[src/usbp_consts.svh]
// usbp_consts.svh: offsets, bit positions, reset values and timing
// for the root hub port block. assumes a 10 MHz core clock.
`ifndef USBP_CONSTS_SVH
`define USBP_CONSTS_SVH

// register byte offsets from the i/o base
`define USBP_OFS_SOF      5'h0c
`define USBP_OFS_PORT1    5'h10
`define USBP_OFS_PORT2    5'h12
`define USBP_OFS_STEP     5'h02

// reset values
`define USBP_PORT_RST     16'h0000
`define USBP_SOF_RST      7'h40
`define USBP_SOF_BASE     14'h2ea0

// port register bit positions
`define USBP_B_SUSP       12
`define USBP_B_RST        9
`define USBP_B_LS         8
`define USBP_B_RES        6
`define USBP_B_LSHI       5
`define USBP_B_LSLO       4
`define USBP_B_ENCHG      3
`define USBP_B_EN         2
`define USBP_B_CCHG       1
`define USBP_B_CONN       0

// timing in native units, then cycles of the 100 ns clock
`define USBP_CLK_PS       100000
`define USBP_FS_BIT_PS    83333
`define USBP_LS_BIT_PS    666667
`define USBP_ATTACH_BITS  64
`define USBP_EOP_BITS     2
// the two synchroniser stages eat into the attach budget, so settle less
`define USBP_SYNC_STAGES  2
`define USBP_ATTACH_CYC \
    ((`USBP_ATTACH_BITS*`USBP_FS_BIT_PS)/`USBP_CLK_PS-`USBP_SYNC_STAGES)
`define USBP_EOP_CYC \
    ((`USBP_EOP_BITS*`USBP_LS_BIT_PS+`USBP_CLK_PS-1)/`USBP_CLK_PS)

`endif

[src/usbp_pkg.sv]
// usbp_pkg: state structures of the root hub port block.
// assumes usbp_consts.svh supplies all numbers.
package usbp_pkg;

    // state of one downstream port
    typedef struct packed {
        logic       connect;    // current connect status
        logic       lowSpeed;   // low speed device seen at attach
        logic [1:0] lineSt;     // {d-, d+} latched at frame end
        logic       enable;     // port enabled
        logic       enChg;      // enable change, write one clears
        logic       conChg;     // connect change, write one clears
        logic       suspend;    // port actually suspended
        logic       suspPend;   // suspend asked, waiting on bus
        logic       resDet;     // resume detected or driven
        logic       portRst;    // port reset bit
        logic [7:0] eopCnt;     // low speed eop cycles left
        logic [7:0] debCnt;     // attach/detach settle counter
        logic       prevK;      // k state one cycle ago
        logic       driveSe0;   // drive single ended zero
        logic       driveK;     // drive resume k state
        logic       block;      // block downstream data
        logic       resumeEvt;  // pulse: resume wanted
    } usbp_port_s;

    // state of the top level
    typedef struct packed {
        logic [1:0]  dpMeta;    // first sync stage, d+
        logic [1:0]  dpSync;    // second sync stage, d+
        logic [1:0]  dmMeta;    // first sync stage, d-
        logic [1:0]  dmSync;    // second sync stage, d-
        logic [6:0]  sofVal;    // frame timing value
        logic [13:0] frameLen;  // length of the running frame
        logic [13:0] frameCnt;  // counter clocks in this frame
        logic        frameEnd;  // pulse at end of frame
        logic [15:0] rdData;    // registered read data
        logic        resumeReq; // resume request to controller
    } usbp_top_s;

endpackage

[src/usbp_port.sv]
// usbp_port: status and control logic of one downstream port.
// assumes synchronised line levels and same-clock control inputs.
`timescale 1ns/100ps
`include "usbp_consts.svh"

module usbp_port #(
    parameter int ATTACH_CYC = `USBP_ATTACH_CYC,
    parameter int EOP_CYC    = `USBP_EOP_CYC
) (
    // clock and reset
    input  wire logic        clk,
    input  wire logic        rst_b,
    // register access
    input  wire logic        wrEn,
    input  wire logic [15:0] wrData,
    output      logic [15:0] regValue,
    // line and controller status
    input  wire logic        dp,
    input  wire logic        dm,
    input  wire logic        busy,
    input  wire logic        fault,
    input  wire logic        frameEnd,
    input  wire logic        globalSuspend,
    // line drive and events
    output      logic        driveSe0,
    output      logic        driveK,
    output      logic        blockData,
    output      logic        resumeEvt
);

    // counters are eight bits wide; bad counts refused at elaboration
    if (ATTACH_CYC < 1 || ATTACH_CYC > 255 ||
        EOP_CYC < 1 || EOP_CYC > 255)
    begin : g_bad_timing
        $error("usbp_port: timing count out of range");
    end

    usbp_pkg::usbp_port_s q, d;
    logic se0;
    logic kState;

    ////////////////////////////////////////////////////////////////////
    // next state
    always_comb
    begin
        d         = q;
        se0       = !dp && !dm;
        // k polarity follows the attached device speed
        kState    = q.lowSpeed ? (dp && !dm) : (!dp && dm);
        d.prevK   = kState;
        // eop after resume: bit stays set until the eop ends;
        // counted first so a resume set in its last cycle wins
        if (q.eopCnt != 8'h00)
        begin
            d.eopCnt = q.eopCnt - 8'h01;
            if (q.eopCnt == 8'h01)
                d.resDet = 1'b0;
        end
        // software writes first, so hardware sets below win
        if (wrEn)
        begin
            d.portRst = wrData[`USBP_B_RST];
            d.enable  = wrData[`USBP_B_EN];
            if (wrData[`USBP_B_CCHG])
                d.conChg = 1'b0;
            if (wrData[`USBP_B_ENCHG])
                d.enChg = 1'b0;
            // suspend waits for the bus to go quiet
            if (wrData[`USBP_B_SUSP] && !q.suspend)
                d.suspPend = 1'b1;
            else if (!wrData[`USBP_B_SUSP])
            begin
                d.suspend  = 1'b0;
                d.suspPend = 1'b0;
            end
            if (wrData[`USBP_B_RES])
                d.resDet = 1'b1;
            else if (q.resDet && q.eopCnt == 8'h00)
                d.eopCnt = 8'(EOP_CYC);
        end
        // line level sampled only at frame end
        if (frameEnd)
            d.lineSt = {dm, dp};
        // attach and detach settle, skipped while we drive se0
        if ((se0 == q.connect) && !q.portRst && q.eopCnt == 8'h00)
        begin
            d.debCnt = q.debCnt + 8'h01;
            if (q.debCnt == 8'(ATTACH_CYC - 1))
            begin
                d.debCnt   = 8'h00;
                d.connect  = !se0;
                d.lowSpeed = !se0 && dm;
                d.conChg   = 1'b1;
                if (se0 && q.enable)
                begin
                    d.enable = 1'b0;
                    d.enChg  = 1'b1;
                end
            end
        end
        else
            d.debCnt = 8'h00;
        // other fault disables the port
        if (fault && q.enable)
        begin
            d.enable = 1'b0;
            d.enChg  = 1'b1;
        end
        // port reset forces disabled; stays so after release
        if (d.portRst)
        begin
            d.enable   = 1'b0;
            d.suspend  = 1'b0;
            d.suspPend = 1'b0;
        end
        // enter suspend once no transaction runs
        if (d.suspPend && !busy && d.enable)
        begin
            d.suspend  = 1'b1;
            d.suspPend = 1'b0;
        end
        // j to k while suspended marks a resume
        if (q.suspend && q.enable && kState && !q.prevK)
            d.resDet = 1'b1;
        // resume request when a status bit sets in global suspend
        d.resumeEvt = globalSuspend &&
            ((d.resDet && !q.resDet) || (d.enChg && !q.enChg) ||
             (d.conChg && !q.conChg));
        // line drive; se0 reset passes a suspended port
        d.driveSe0 = d.portRst || d.eopCnt != 8'h00;
        d.block    = d.suspend && d.enable;
        d.driveK   = d.resDet && d.block && d.eopCnt == 8'h00;
    end

    ////////////////////////////////////////////////////////////////////
    // state register
    always_ff @(posedge clk or negedge rst_b)
    begin
        if (!rst_b)
            q <= '0;
        else
            q <= d;
    end

    // reserved bits read zero, register assembled from flops
    assign regValue  = {3'h0, q.suspend, 2'h0, q.portRst, q.lowSpeed,
                        1'b0, q.resDet, q.lineSt, q.enChg, q.enable,
                        q.conChg, q.connect};
    assign driveSe0  = q.driveSe0;
    assign driveK    = q.driveK;
    assign blockData = q.block;
    assign resumeEvt = q.resumeEvt;

endmodule // usbp_port

[src/usbp_root_hub.sv]
// usbp_root_hub: two port root hub status and control with the
// frame length register, reached over the controller's i/o window.
// assumes a 10 MHz clock, sofTick as a one-cycle enable at the
// frame counter rate, and busy/fault/suspend from same-clock logic.
`timescale 1ns/100ps
`include "usbp_consts.svh"

module usbp_root_hub #(
    parameter int NPORT      = 2,
    parameter int ATTACH_CYC = `USBP_ATTACH_CYC,
    parameter int EOP_CYC    = `USBP_EOP_CYC
) (
    // clock and reset
    input  wire logic             clk,
    input  wire logic             rst_b,
    // i/o register access, byte offset from base
    input  wire logic [4:0]       ioAddr,
    input  wire logic             ioWr,
    input  wire logic             ioRd,
    input  wire logic [15:0]      ioWrData,
    output      logic [15:0]      ioRdData,
    // cable lines, asynchronous
    input  wire logic [NPORT-1:0] usbDp,
    input  wire logic [NPORT-1:0] usbDm,
    // controller side status
    input  wire logic [NPORT-1:0] linkBusy,
    input  wire logic [NPORT-1:0] portFault,
    input  wire logic             globalSuspend,
    input  wire logic             sofTick,
    // line drive per port
    output      logic [NPORT-1:0] portDriveSe0,
    output      logic [NPORT-1:0] portDriveK,
    output      logic [NPORT-1:0] portBlock,
    // controller events
    output      logic             resumeReq,
    output      logic             frameEnd
);

    // the map holds exactly two port registers; refused at elaboration
    if (NPORT != 2)
    begin : g_bad_nport
        $error("usbp_root_hub: only two ports are mapped");
    end

    ////////////////////////////////////////////////////////////////////
    // address decode, shared by write and read paths

    // true when addr hits the register of port idx
    function automatic logic portHit(input logic [4:0] addr,
                                     input int         idx);
        logic [4:0] base;
        base = `USBP_OFS_PORT1 + 5'(idx) * `USBP_OFS_STEP;
        return addr == base;
    endfunction

    usbp_pkg::usbp_top_s q, d;
    logic [NPORT-1:0]        portWr;     // write strobe per port
    logic [NPORT-1:0][15:0]  portVal;    // register value per port
    logic [NPORT-1:0]        portRes;    // resume pulse per port

    ////////////////////////////////////////////////////////////////////
    // per port logic
    generate
        for (genvar i = 0; i < NPORT; i++)
        begin : g_port
            // whole word writes only; no byte lanes exist
            assign portWr[i] = ioWr && portHit(ioAddr, i);
            usbp_port #(
                .ATTACH_CYC (ATTACH_CYC),
                .EOP_CYC    (EOP_CYC)
            ) u_port (
                .clk           (clk),
                .rst_b         (rst_b),
                .wrEn          (portWr[i]),
                .wrData        (ioWrData),
                .regValue      (portVal[i]),
                .dp            (q.dpSync[i]),
                .dm            (q.dmSync[i]),
                .busy          (linkBusy[i]),
                .fault         (portFault[i]),
                .frameEnd      (q.frameEnd),
                .globalSuspend (globalSuspend),
                .driveSe0      (portDriveSe0[i]),
                .driveK        (portDriveK[i]),
                .blockData     (portBlock[i]),
                .resumeEvt     (portRes[i])
            );
        end
    endgenerate

    ////////////////////////////////////////////////////////////////////
    // next state of top level
    always_comb
    begin
        d = q;
        // two stage synchronisers; meta stage read only here
        d.dpMeta = usbDp;
        d.dpSync = q.dpMeta;
        d.dmMeta = usbDm;
        d.dmSync = q.dmMeta;
        // frame timing value, low seven bits of the write
        if (ioWr && ioAddr == `USBP_OFS_SOF)
            d.sofVal = ioWrData[6:0];
        // frame counter; new length applies from next frame
        d.frameEnd = 1'b0;
        if (sofTick)
        begin
            if (q.frameCnt == q.frameLen - 14'h0001)
            begin
                d.frameCnt = 14'h0000;
                d.frameEnd = 1'b1;
                d.frameLen = `USBP_SOF_BASE + 14'(d.sofVal);
            end
            else
                d.frameCnt = q.frameCnt + 14'h0001;
        end
        // read data; unmapped offsets read zero
        if (ioRd)
        begin
            d.rdData = 16'h0000;
            if (ioAddr == `USBP_OFS_SOF)
                d.rdData = {9'h000, q.sofVal};
            for (int i = 0; i < NPORT; i++)
            begin
                if (portHit(ioAddr, i))
                    d.rdData = portVal[i];
            end
        end
        // resume request under global suspend
        d.resumeReq = |portRes;
    end

    ////////////////////////////////////////////////////////////////////
    // state register
    always_ff @(posedge clk or negedge rst_b)
    begin
        if (!rst_b)
        begin
            q          <= '0;
            q.sofVal   <= `USBP_SOF_RST;
            q.frameLen <= `USBP_SOF_BASE + 14'(`USBP_SOF_RST);
        end
        else
            q <= d;
    end

    // outputs straight from flops
    assign ioRdData  = q.rdData;
    assign resumeReq = q.resumeReq;
    assign frameEnd  = q.frameEnd;

endmodule // usbp_root_hub

[config.mk]
export PLATFORM = sky130hd
export DESIGN_NAME = usbp_root_hub
export DESIGN_NICKNAME = d
export VERILOG_FILES = /design/src/usbp_pkg.sv /design/src/usbp_port.sv /design/src/usbp_root_hub.sv
export VERILOG_INCLUDE_DIRS = /design/src /design/src/src
export SDC_FILE = /design/constraint.sdc
export NUM_CORES = 1
export LEC_CHECK = 0
export BUFFER_PORTS_ARGS = -buffer_cell sky130_fd_sc_hd__buf_4
export CAP_MARGIN = 25
export CORE_MARGIN = 4
export CORE_UTILIZATION = 59
export DETAILED_ROUTE_END_ITERATION = 8
export HOLD_SLACK_MARGIN = 0.05
export PLACE_DENSITY = 0.9
export SLEW_MARGIN = 5
export SYNTH_ARGS = -nofsm -noshare
export SYNTH_HDL_FRONTEND = slang
export SYNTH_SLANG_ARGS = --single-unit
[constraint.sdc]
create_clock -name clk -period 3.6 [get_ports clk]
set_clock_uncertainty 0.15 [all_clocks]
set_input_delay 0.72 -clock clk [delete_from_list [all_inputs] [get_ports clk]]
set_output_delay 0.72 -clock clk [all_outputs]
set_load 0.03 [all_outputs]
Word-level counts from Yosys, hierarchy flattened
Cells that the tools add are included.

Register bits after elaboration: 125. Input port bits: 35. Output and inout bits: 24. Logic and storage cells: 199.

Add/subtract/negate cells: 7. Eq/ne operators: 10. Mux-type cells: 53. Reduce and logical (&&, ||, !) cells: 85.

Operators with widths (number): two-way mux 8 bit (10); logical AND 1 bit (47); logical NOT 8 bit (4); two-way mux 16 bit (2); nonzero test 8 bit (4); two-way mux 15 bit (2); two-way mux 1 bit (22); logical NOT 1 bit (20); two-way mux 2 bit (10); adder 8 x 1 -> 8 bit, second input constant (2); == test 8 x 1 -> 1 bit, second input constant (2); == test 8 x 6 -> 1 bit, second input constant (2); subtractor 8 x 1 -> 8 bit, second input constant (2); adder 14 x 1 -> 14 bit, second input constant (1); adder 14 x 7 -> 14 bit, first input constant (1); == test 14 bit (1); two-way mux 14 bit (1); two-way mux 7 bit (2); subtractor 14 x 1 -> 14 bit, second input constant (1); two-way mux 3 bit (4); == test 5 bit, second input constant (2); logical OR 1 bit (6); AND reduction 2 bit (3); == test 5 x 4 -> 1 bit, second input constant (1); other kinds (2) (3).

Depth between registers and ports, before layout
Gate-level depths: netlist of run 1.

Depth in word-level cells: 15. Depth in mapped cells: 10. Mapped depth without buffers: 8.

Modules after synthesis
From an unflattened synthesis of run 1, not the netlist that was laid out.

Cell total of the unflattened synthesis: 622. Area, all modules: 6313.6 µm².

Modules (own cells, without submodules): usbp_port (times used 2, cells an instance 176, area an instance 1749.2 µm², seq. area each 800.8 µm²); usbp_root_hub (times used 1, cells an instance 270, area an instance 2815.2 µm², seq. area each 1406.3 µm²).

Least setup slack after synthesis of run 1
Ideal clock, no wire load.

Path kind: register -> register. Start: register q[32] (netlist name). End: register q[35] (netlist name). Library setup time: 0.125 ns. Data arrival time: 2.534 ns. Data required time: 3.325 ns. Path slack: 0.791 ns. Cell stages (with the launch flop): 10. Buffers on the path: 1. Period minus slack after synthesis: 2.809 ns. Cell sequence: dfrtp_1 inv_1 ha_1 xnor2_1 or4b_2 nor4_1 o2111a_2 and2_4 buf_12 mux2_4.

Word-level cells in the longest chain between the ends: 3.

Ends and longest elaborated chain: from (decl) (RTL line usbp_root_hub.sv:56) `usbp_pkg::usbp_top_s q, d;`; subtractor 14 x 1 -> 14 bit (RTL line usbp_root_hub.sv:108) `if (q.frameCnt == q.frameLen - 14'h0001)`; == test 14 bit (RTL line usbp_root_hub.sv:108); AND reduction 2 bit (no line).

Every way passes these cells. A chain may end at the register's enable or synchronous reset.

Final worst setup path of run 1
Start: register q[32] (netlist name). End: register q[34] (netlist name).

Same word-level chain as after synthesis.

==> summary.md, run 1 <==
| Metric | Value |
|---|---|
| Post-synth top cells | dfrtp_1 (110), nor2_1 (67), nand2_1 (43), mux2_2 (27), buf_4 (22) |
| Placed Area | slightly above 0.006 mm² |
| H-tree depth | 4 |
| Clock power frac | 0.413 |
| Yosys reg bits | about 110 |
| Switching pwr | 0.00127 W |
| Max Cap Viol | 0 |
| Total Routing Usage GR | 0.253 |
| Initial core utilization | 0.616 |
| Clock buffer depth | 2 |
| Largest net degree at the start of global routing | 66 |
| Slew headroom | 0.341 |
| Async S/R FF share, synth | 1.00 |
| DRT iter0 DRCs | between 300 and 400 |
| Setup TNS | 0 ns |
| Port Buffers | 45 |
| Post-cts sizing count | 0 |
| Area of the die | 0.0115 mm² |
| Top post-synthesis cells by area | dfrtp_1 (47%), mux2_2 (5.2%), nor2_1 (4.3%) |
| Final min period | around 3.3 ns |
| Share of layout cells above drive strength 1 | 0.210 |
| Final instance area | ~0.0067 mm² |
| Die X-Extent | ~110 µm |
| IO Pins | 59 |
| P_leak | 3.07 nW |
| FILL cells | 607 |
| Final WL | 13,300 µm |
| VDD IR-drop max | 0.276 mV |
| Clk Latency, worst-skew pair | 0.52 ns |
| Die height | between 100 and 150 µm |
| Logic pwr share | 0.187 |
| Worst EP arrival | 3.51 ns |
| CTS Root Cell | clkbuf_8 |
| Crit-path max FO | 20 |
| Post-synth EDFFs | 0 |
| Count of pins over their slew limit | 0 |
| Num CTS Buffers | 17 |
| Total gr overflow | 0 |
| Ratio of final minimum period to clock period | 0.903 |
| First-pass GRT wire length | 22,400 µm |
| Synth Flop Type | dfrtp_1 |
| Worst Setup End Kind | flip-flop |
| Hold crit path type | input pin to asynchronous set/reset pin |
| Initial antenna violation count | 0 |
| Clk pin slew, worst setup/hold paths | ~0.060 ns |
| Initial DRT Pass Iterations | 6 |
| Switching Share | 0.302 |
| Hold_buf cts | 0 |
| Cell count after synthesis | approximately 560 |
| CTS tree | yes |
| Vias | 4,452 |
| Most common cell in the netlist | dfrtp_1 |
| PwrDens | between 600 and 700 mW/mm² |
| Sequential fraction of the synthesis area | 0.493 |
| Nets | 645 |
| Antenna-violating nets left | 0 |
| Yosys top cell by area | dfrtp_1 |
| RSZ-0062 raised after global routing | no |
| WL/cell | between 15 and 20 µm |
| Status | complete, no violations |
| Critical path type | flip-flop to flip-flop |
| Syn avg cell area | 10.3 µm² |
| Rows | 35 |
| Antenna diode count | 0 |
| Final setup viols | 0 |
| Mapped cell area | 0.00580 mm² |
| Vias in the first global route | 4,568 |
| Cell internal pwr | 0.00293 W |
| Synth top area share | 0.474 |
| Area of the core | 0.00942 mm² |
| Fmax | roughly 310 MHz |
| Clk sink count | 114 |
| Final RePlAce weighted congestion | about 0.85 |
| Syn. warnings | 0 |
| Layout Area Growth over Synthesis | 15.9% |
| Share of total power in sequential cells | 0.400 |
| Vias per inst | 6.02 |
| DP Wirelength | 8410 µm |
| Worst-Margin Slew | 0.986 ns |
| DRC errors left | 0 |
| Post-CTS setup buffers | 0 |
| Final Hold Fails | 0 |
| Startpoint types | flip-flop |
| CP required | 3.86 ns |
| Netlist cell types | 65 |
cell usage in the layout, fill, tap and decap left out, types with 3 or more instances in the layout:
master and instances:
a21boi_0 3, a21o_1 3, a21oi_1 21, a22oi_1 8
and3_1 11, buf_4 46, bufinv_16 4, clkbuf_1 3
clkbuf_16 16, clkinv_4 5, conb_1 6, dfrtp_1 110
dfstp_2 4, ha_1 13, inv_1 21, mux2_2 27
mux2_4 4, mux2i_1 3, nand2_1 43, nand2b_1 8
nand3_1 12, nand3b_1 8, nand4_1 11, nand4b_1 3
nor2_1 67, nor2b_1 5, nor3_1 13, nor3b_1 7
nor4_1 4, o21a_1 3, o21ai_0 16, o2bb2ai_1 3
or2_2 5, or3_1 7, or3b_2 3, xnor2_1 21
xor2_1 18
flip-flops by register name, indices dropped and copies added, names as in the netlist, 2 cells and up:
signal,count
g_port.u_port.q,36
d,4
g_port.u_port.blockData,2
q,34
g_port.u_port.regValue,20
g_port.u_port.driveSe0,2
ioRdData,10
g_port.u_port.resumeEvt,2
g_port.u_port.driveK,2
worst paths after layout:
path | depth (start not counted) | from | endpoint | slack, ns
min reg2reg | 0 | d[57] | q[57] | 0.20
max in group asynchronous | 2 | rst_b | q[52] | 2.43
max reg2reg | 8 | q[32] | q[34] | 0.35
min in group clk | 1 | usbDm[0] | d[53] | 0.15
max | 8 | q[32] | q[34] | 0.35
min | 1 | rst_b | d[57] | 0.07
stage by stage:
step / hold WS (ns) / power [W] / instances / utilization / setup WS (ns)
after floorplan: 0.181 / 0.00222 / 566 / - / 0.791
after global placement: 0.186 / 0.00238 / 707 / 0.650 / 0.574
after detailed placement: 0.187 / 0.00244 / 707 / 0.650 / 0.490
after CTS: 0.0920 / 0.00420 / 739 / 0.714 / 0.345
after global routing: 0.117 / 0.00440 / 739 / 0.714 / 0.144
final: 0.0682 / 0.00420 / 739 / 0.714 / 0.348
layout make-up:
cell class                 count  area, µm²  area share
clock inverter                12        183      0.0272
timing repair buffer          47        365      0.0543
tap                          129        161      0.0240
sequential                   114       2860       0.425
clock buffer                  20        425      0.0633
multi-input combinational    396       2650       0.394
inverter                      21       78.8      0.0117
worst max-delay path, cell delays in order (launching register included):
cell	delay, ns
dfrtp_1	0.41
inv_1	0.08
ha_1	0.31
xnor2_1	0.13
or4b_2	0.66
nor4_1	0.34
o2111a_2	0.34
and2_4	0.34
mux2_2	0.38
per-layer routing:
| metal | wire [µm] | track usage |
|---|---|---|
| met1 | 5320 | 0.297 |
| met2 | 6730 | 0.430 |
| met3 | 846 | 0.0722 |
| met4 | 415 | 0.112 |
| met5 | 0 | 0 |
cell families after synthesis:
family	Yosys count	share of synthesized area
simple gates	225	0.205
compound gates	79	0.0923
xor+xnor	39	0.0589
flops	114	0.493
buf+inv	56	0.0546
mux	34	0.0679
fa+ha+maj	13	0.0280
other cells	1	0.000646
power groups by stage:
| stage | Clock [W] | Combinational, W | Sequential [W] |
|---|---|---|---|
| 4_1_cts | 0.00174 | 0.000780 | 0.00167 |
| 2_1_floorplan | 0 | 0.000599 | 0.00162 |
| 6_report | 0.00173 | 0.000786 | 0.00168 |
| 3_3_place_gp | 0 | 0.000707 | 0.00167 |
| 3_5_place_dp | 0 | 0.000754 | 0.00169 |
| 5_1_grt | 0.00182 | 0.000869 | 0.00171 |
Note: power is estimated with default switching activity, not from simulation.
==> run 2: changes to the inputs <==
--- a/config.mk
+++ b/config.mk
@@ -11,6 +11,7 @@
 export CORE_MARGIN = 4
 export CORE_UTILIZATION = 59
 export DETAILED_ROUTE_END_ITERATION = 8
+export GPL_TIMING_DRIVEN = 0
 export HOLD_SLACK_MARGIN = 0.05
 export PLACE_DENSITY = 0.9
 export SLEW_MARGIN = 5
==> constraint.sdc (replaced) <==
create_clock -name clk -period 3.6 [get_ports clk]
set_clock_uncertainty 0.15 [all_clocks]
set_input_delay 0 -clock clk [delete_from_list [all_inputs] [get_ports clk]]
set_output_delay 0 -clock clk [all_outputs]
set_load 0.03 [all_outputs]
==> run 2 against run 1 <==
Effect of this change: register-to-register slack got worse by 0.15 ns; sequential power barely moved; power rose by 2.3%; non-clock buffer count rose by 78; worst hold slack improved by 0.079 ns; global-route usage rose by 2.8 points; final area rose by 10%; core utilization rose by 7.1 points; combinational power rose by 17%; critical path type unchanged; highest routed layer unchanged.
==> summary.md, run 2 (synthesis gave the netlist of run 1 again) <==
| Metric | Value |
|---|---|
| Worst-Margin Slew | around 1.1 ns |
| Clk sink count | approximately 110 |
| Switching pwr | 0.00131 W |
| Vias per inst | 5.96 |
| Fmax | between 200 and 300 MHz |
| Setup TNS | 0 ns |
| Total Routing Usage GR | 0.281 |
| Final RePlAce weighted congestion | 0.832 |
| Antenna-violating nets left | 0 |
| Initial DRT Pass Iterations | 7 |
| Crit-path max FO | 9 |
| Die X-Extent | roughly 110 µm |
| Logic pwr share | 0.215 |
| Layout Area Growth over Synthesis | 27.5% |
| Share of total power in sequential cells | 0.392 |
| Design Power | 0.00430 W |
| First-pass GRT wire length | 24,900 µm |
| Clock buffer depth | 2 |
| Initial antenna violation count | 0 |
| CP required | 3.85 ns |
| Final Util | 0.786 |
| DP Wirelength | 8770 µm |
| H-tree depth | 4 |
| Final Hold Fails | 0 |
| VDD IR-drop max | ~0.32 mV |
| Top cell family by delay on the critical path | simple AND/OR/NAND/NOR gates |
| Initial core utilization | 0.616 |
| RSZ-0062 raised after global routing | no |
| Largest net degree at the start of global routing | 115 |
| Count of pins over their slew limit | 0 |
| Status | complete, no violations |
| Area of the die | 0.0115 mm² |
| Switching Share | 0.306 |
| Max Cap Viol | 0 |
| CTS tree | yes |
| Clk pin slew, worst setup/hold paths | about 0.06 ns |
| Cell internal pwr | 0.00298 W |
| Share of layout cells above drive strength 1 | 0.217 |
| Worst EP arrival | around 3.7 ns |
| Nets | 723 |
| Critical path type | flip-flop to flip-flop |
| Hold crit path type | input pin to flip-flop |
| Total gr overflow | 0 |
| IO Pins | 59 |
| Biggest register | g_port.u_port.q |
| Worst Setup End Kind | flip-flop |
| Commonest non-fill, non-tap cells in the layout | dfrtp_1 (110), nor2_1 (67), buf_4 (65) |
| DRC errors left | 0 |
| Clock power frac | 0.394 |
| PwrDens | 581 mW/mm² |
| Final setup viols | 0 |
| Die height | approximately 110 µm |
| Vias in the first global route | 5,127 |
| Most common cell after layout, fill and taps aside | dfrtp_1 |
| R2r setup slk | 0.20 ns |
| CTS Root Cell | clkbuf_8 |
| Worst-path cell chain | clkbuf_1, nor4_4, nand3_1, nor4_1, o21ai_0, nor2b_1, nor4b_1, dlygate4sd3_1 |
| CP bufs+invs | 2 |
| CP max stage delay | 0.58 ns |
| Ratio of final minimum period to clock period | 0.945 |
| Clk Latency, worst-skew pair | around 0.52 ns |
| WHS | 0.147 ns |
| Startpoint types | flip-flop |
| Vias | 4,867 |
| P_leak | ~3.4 nW |
| Slew headroom | 0.291 |
| Max reg flops | 36 |
| Area of the core | 0.00942 mm² |
| Num CTS Buffers | 17 |
| Rows | 35 |
| DRT iter0 DRCs | roughly 360 |
| Port Buffers | between 40 and 50 |
| Final min period | approximately 3.4 ns |
| Antenna diode count | 0 |
| Critical Path Slowest Stage Cell | dlygate4sd3_1 |
| Final WL | 15,300 µm |
| WL/cell | 18.8 µm |
## run 2: power by group through the flow
stage | combinational [W] | clock (W) | sequential [W]
after floorplan | 0.000599 | 0 | 0.00162
after global placement | 0.000735 | 0 | 0.00166
after detailed placement | 0.000789 | 0 | 0.00168
after CTS | 0.000884 | 0.00170 | 0.00166
after global routing | 0.00100 | 0.00177 | 0.00170
final | 0.000923 | 0.00169 | 0.00168
## run 2: layer usage
metal  wire (µm)  up-vias  GRT usage  part of all wire
met5           0        -          0                 0
met4         782        0      0.160             0.051
met2        7680      251      0.479              0.50
li1            -     2164          -                 -
met3         983       85     0.0644             0.064
met1        5860     2367      0.324              0.38
## run 2: final timing paths
kind / start / to / cells past startpoint
setup / recovery: g_port[0].u_port.q[17] / g_port[0].u_port.driveK / 8
hold / removal: globalSuspend / g_port[0].u_port.resumeEvt / 3
setup reg to reg: g_port[0].u_port.q[17] / g_port[0].u_port.driveK / 8
hold reg to reg: d[57] / q[57] / 0
max in group asynchronous: rst_b / q[52] / 4
min in group asynchronous: rst_b / d[57] / 3
## run 2: worst register-to-register path, delay by kind of cell, from the launching register on
kind                   cells  cell delay [ns]
AO/OA/AOI/OAI              1             0.23
buffers and inverters      2             0.81
flip-flops                 1             0.36
AND/OR/NAND/NOR            5             1.75
## run 2: area by class of cell
type	instances	area, µm²
Sequential cell	114	2860
Multi-Input combinational cell	396	2660
Fill cell	537	2020
Timing Repair Buffer	90	812
Clock buffer	20	425
Buffer	35	238
Clock inverter	11	163
Tap cell	129	161
Inverter	21	78.8
## run 2: repair_timing
item / 4_1_cts / 5_1_grt
endpoints found under the hold margin: 186 / 31
setup buffers: 0 / 0
setup endpoints to repair: 0 / 3
hold buffers: 44 / 1
gates resized for setup: 0 / 1
## run 2: per-stage QoR
| stage | worst slack [ns] | cells | area, µm² |
|---|---|---|---|
| 2_1_floorplan | 0.791 | 566 | 5820 |
| 3_3_place_gp | 0.598 | 739 | 6310 |
| 3_5_place_dp | 0.560 | 739 | 6320 |
| 4_1_cts | 0.211 | 814 | 7350 |
| 5_1_grt | 0.0127 | 816 | 7400 |
| 6_report | 0.197 | 816 | 7400 |
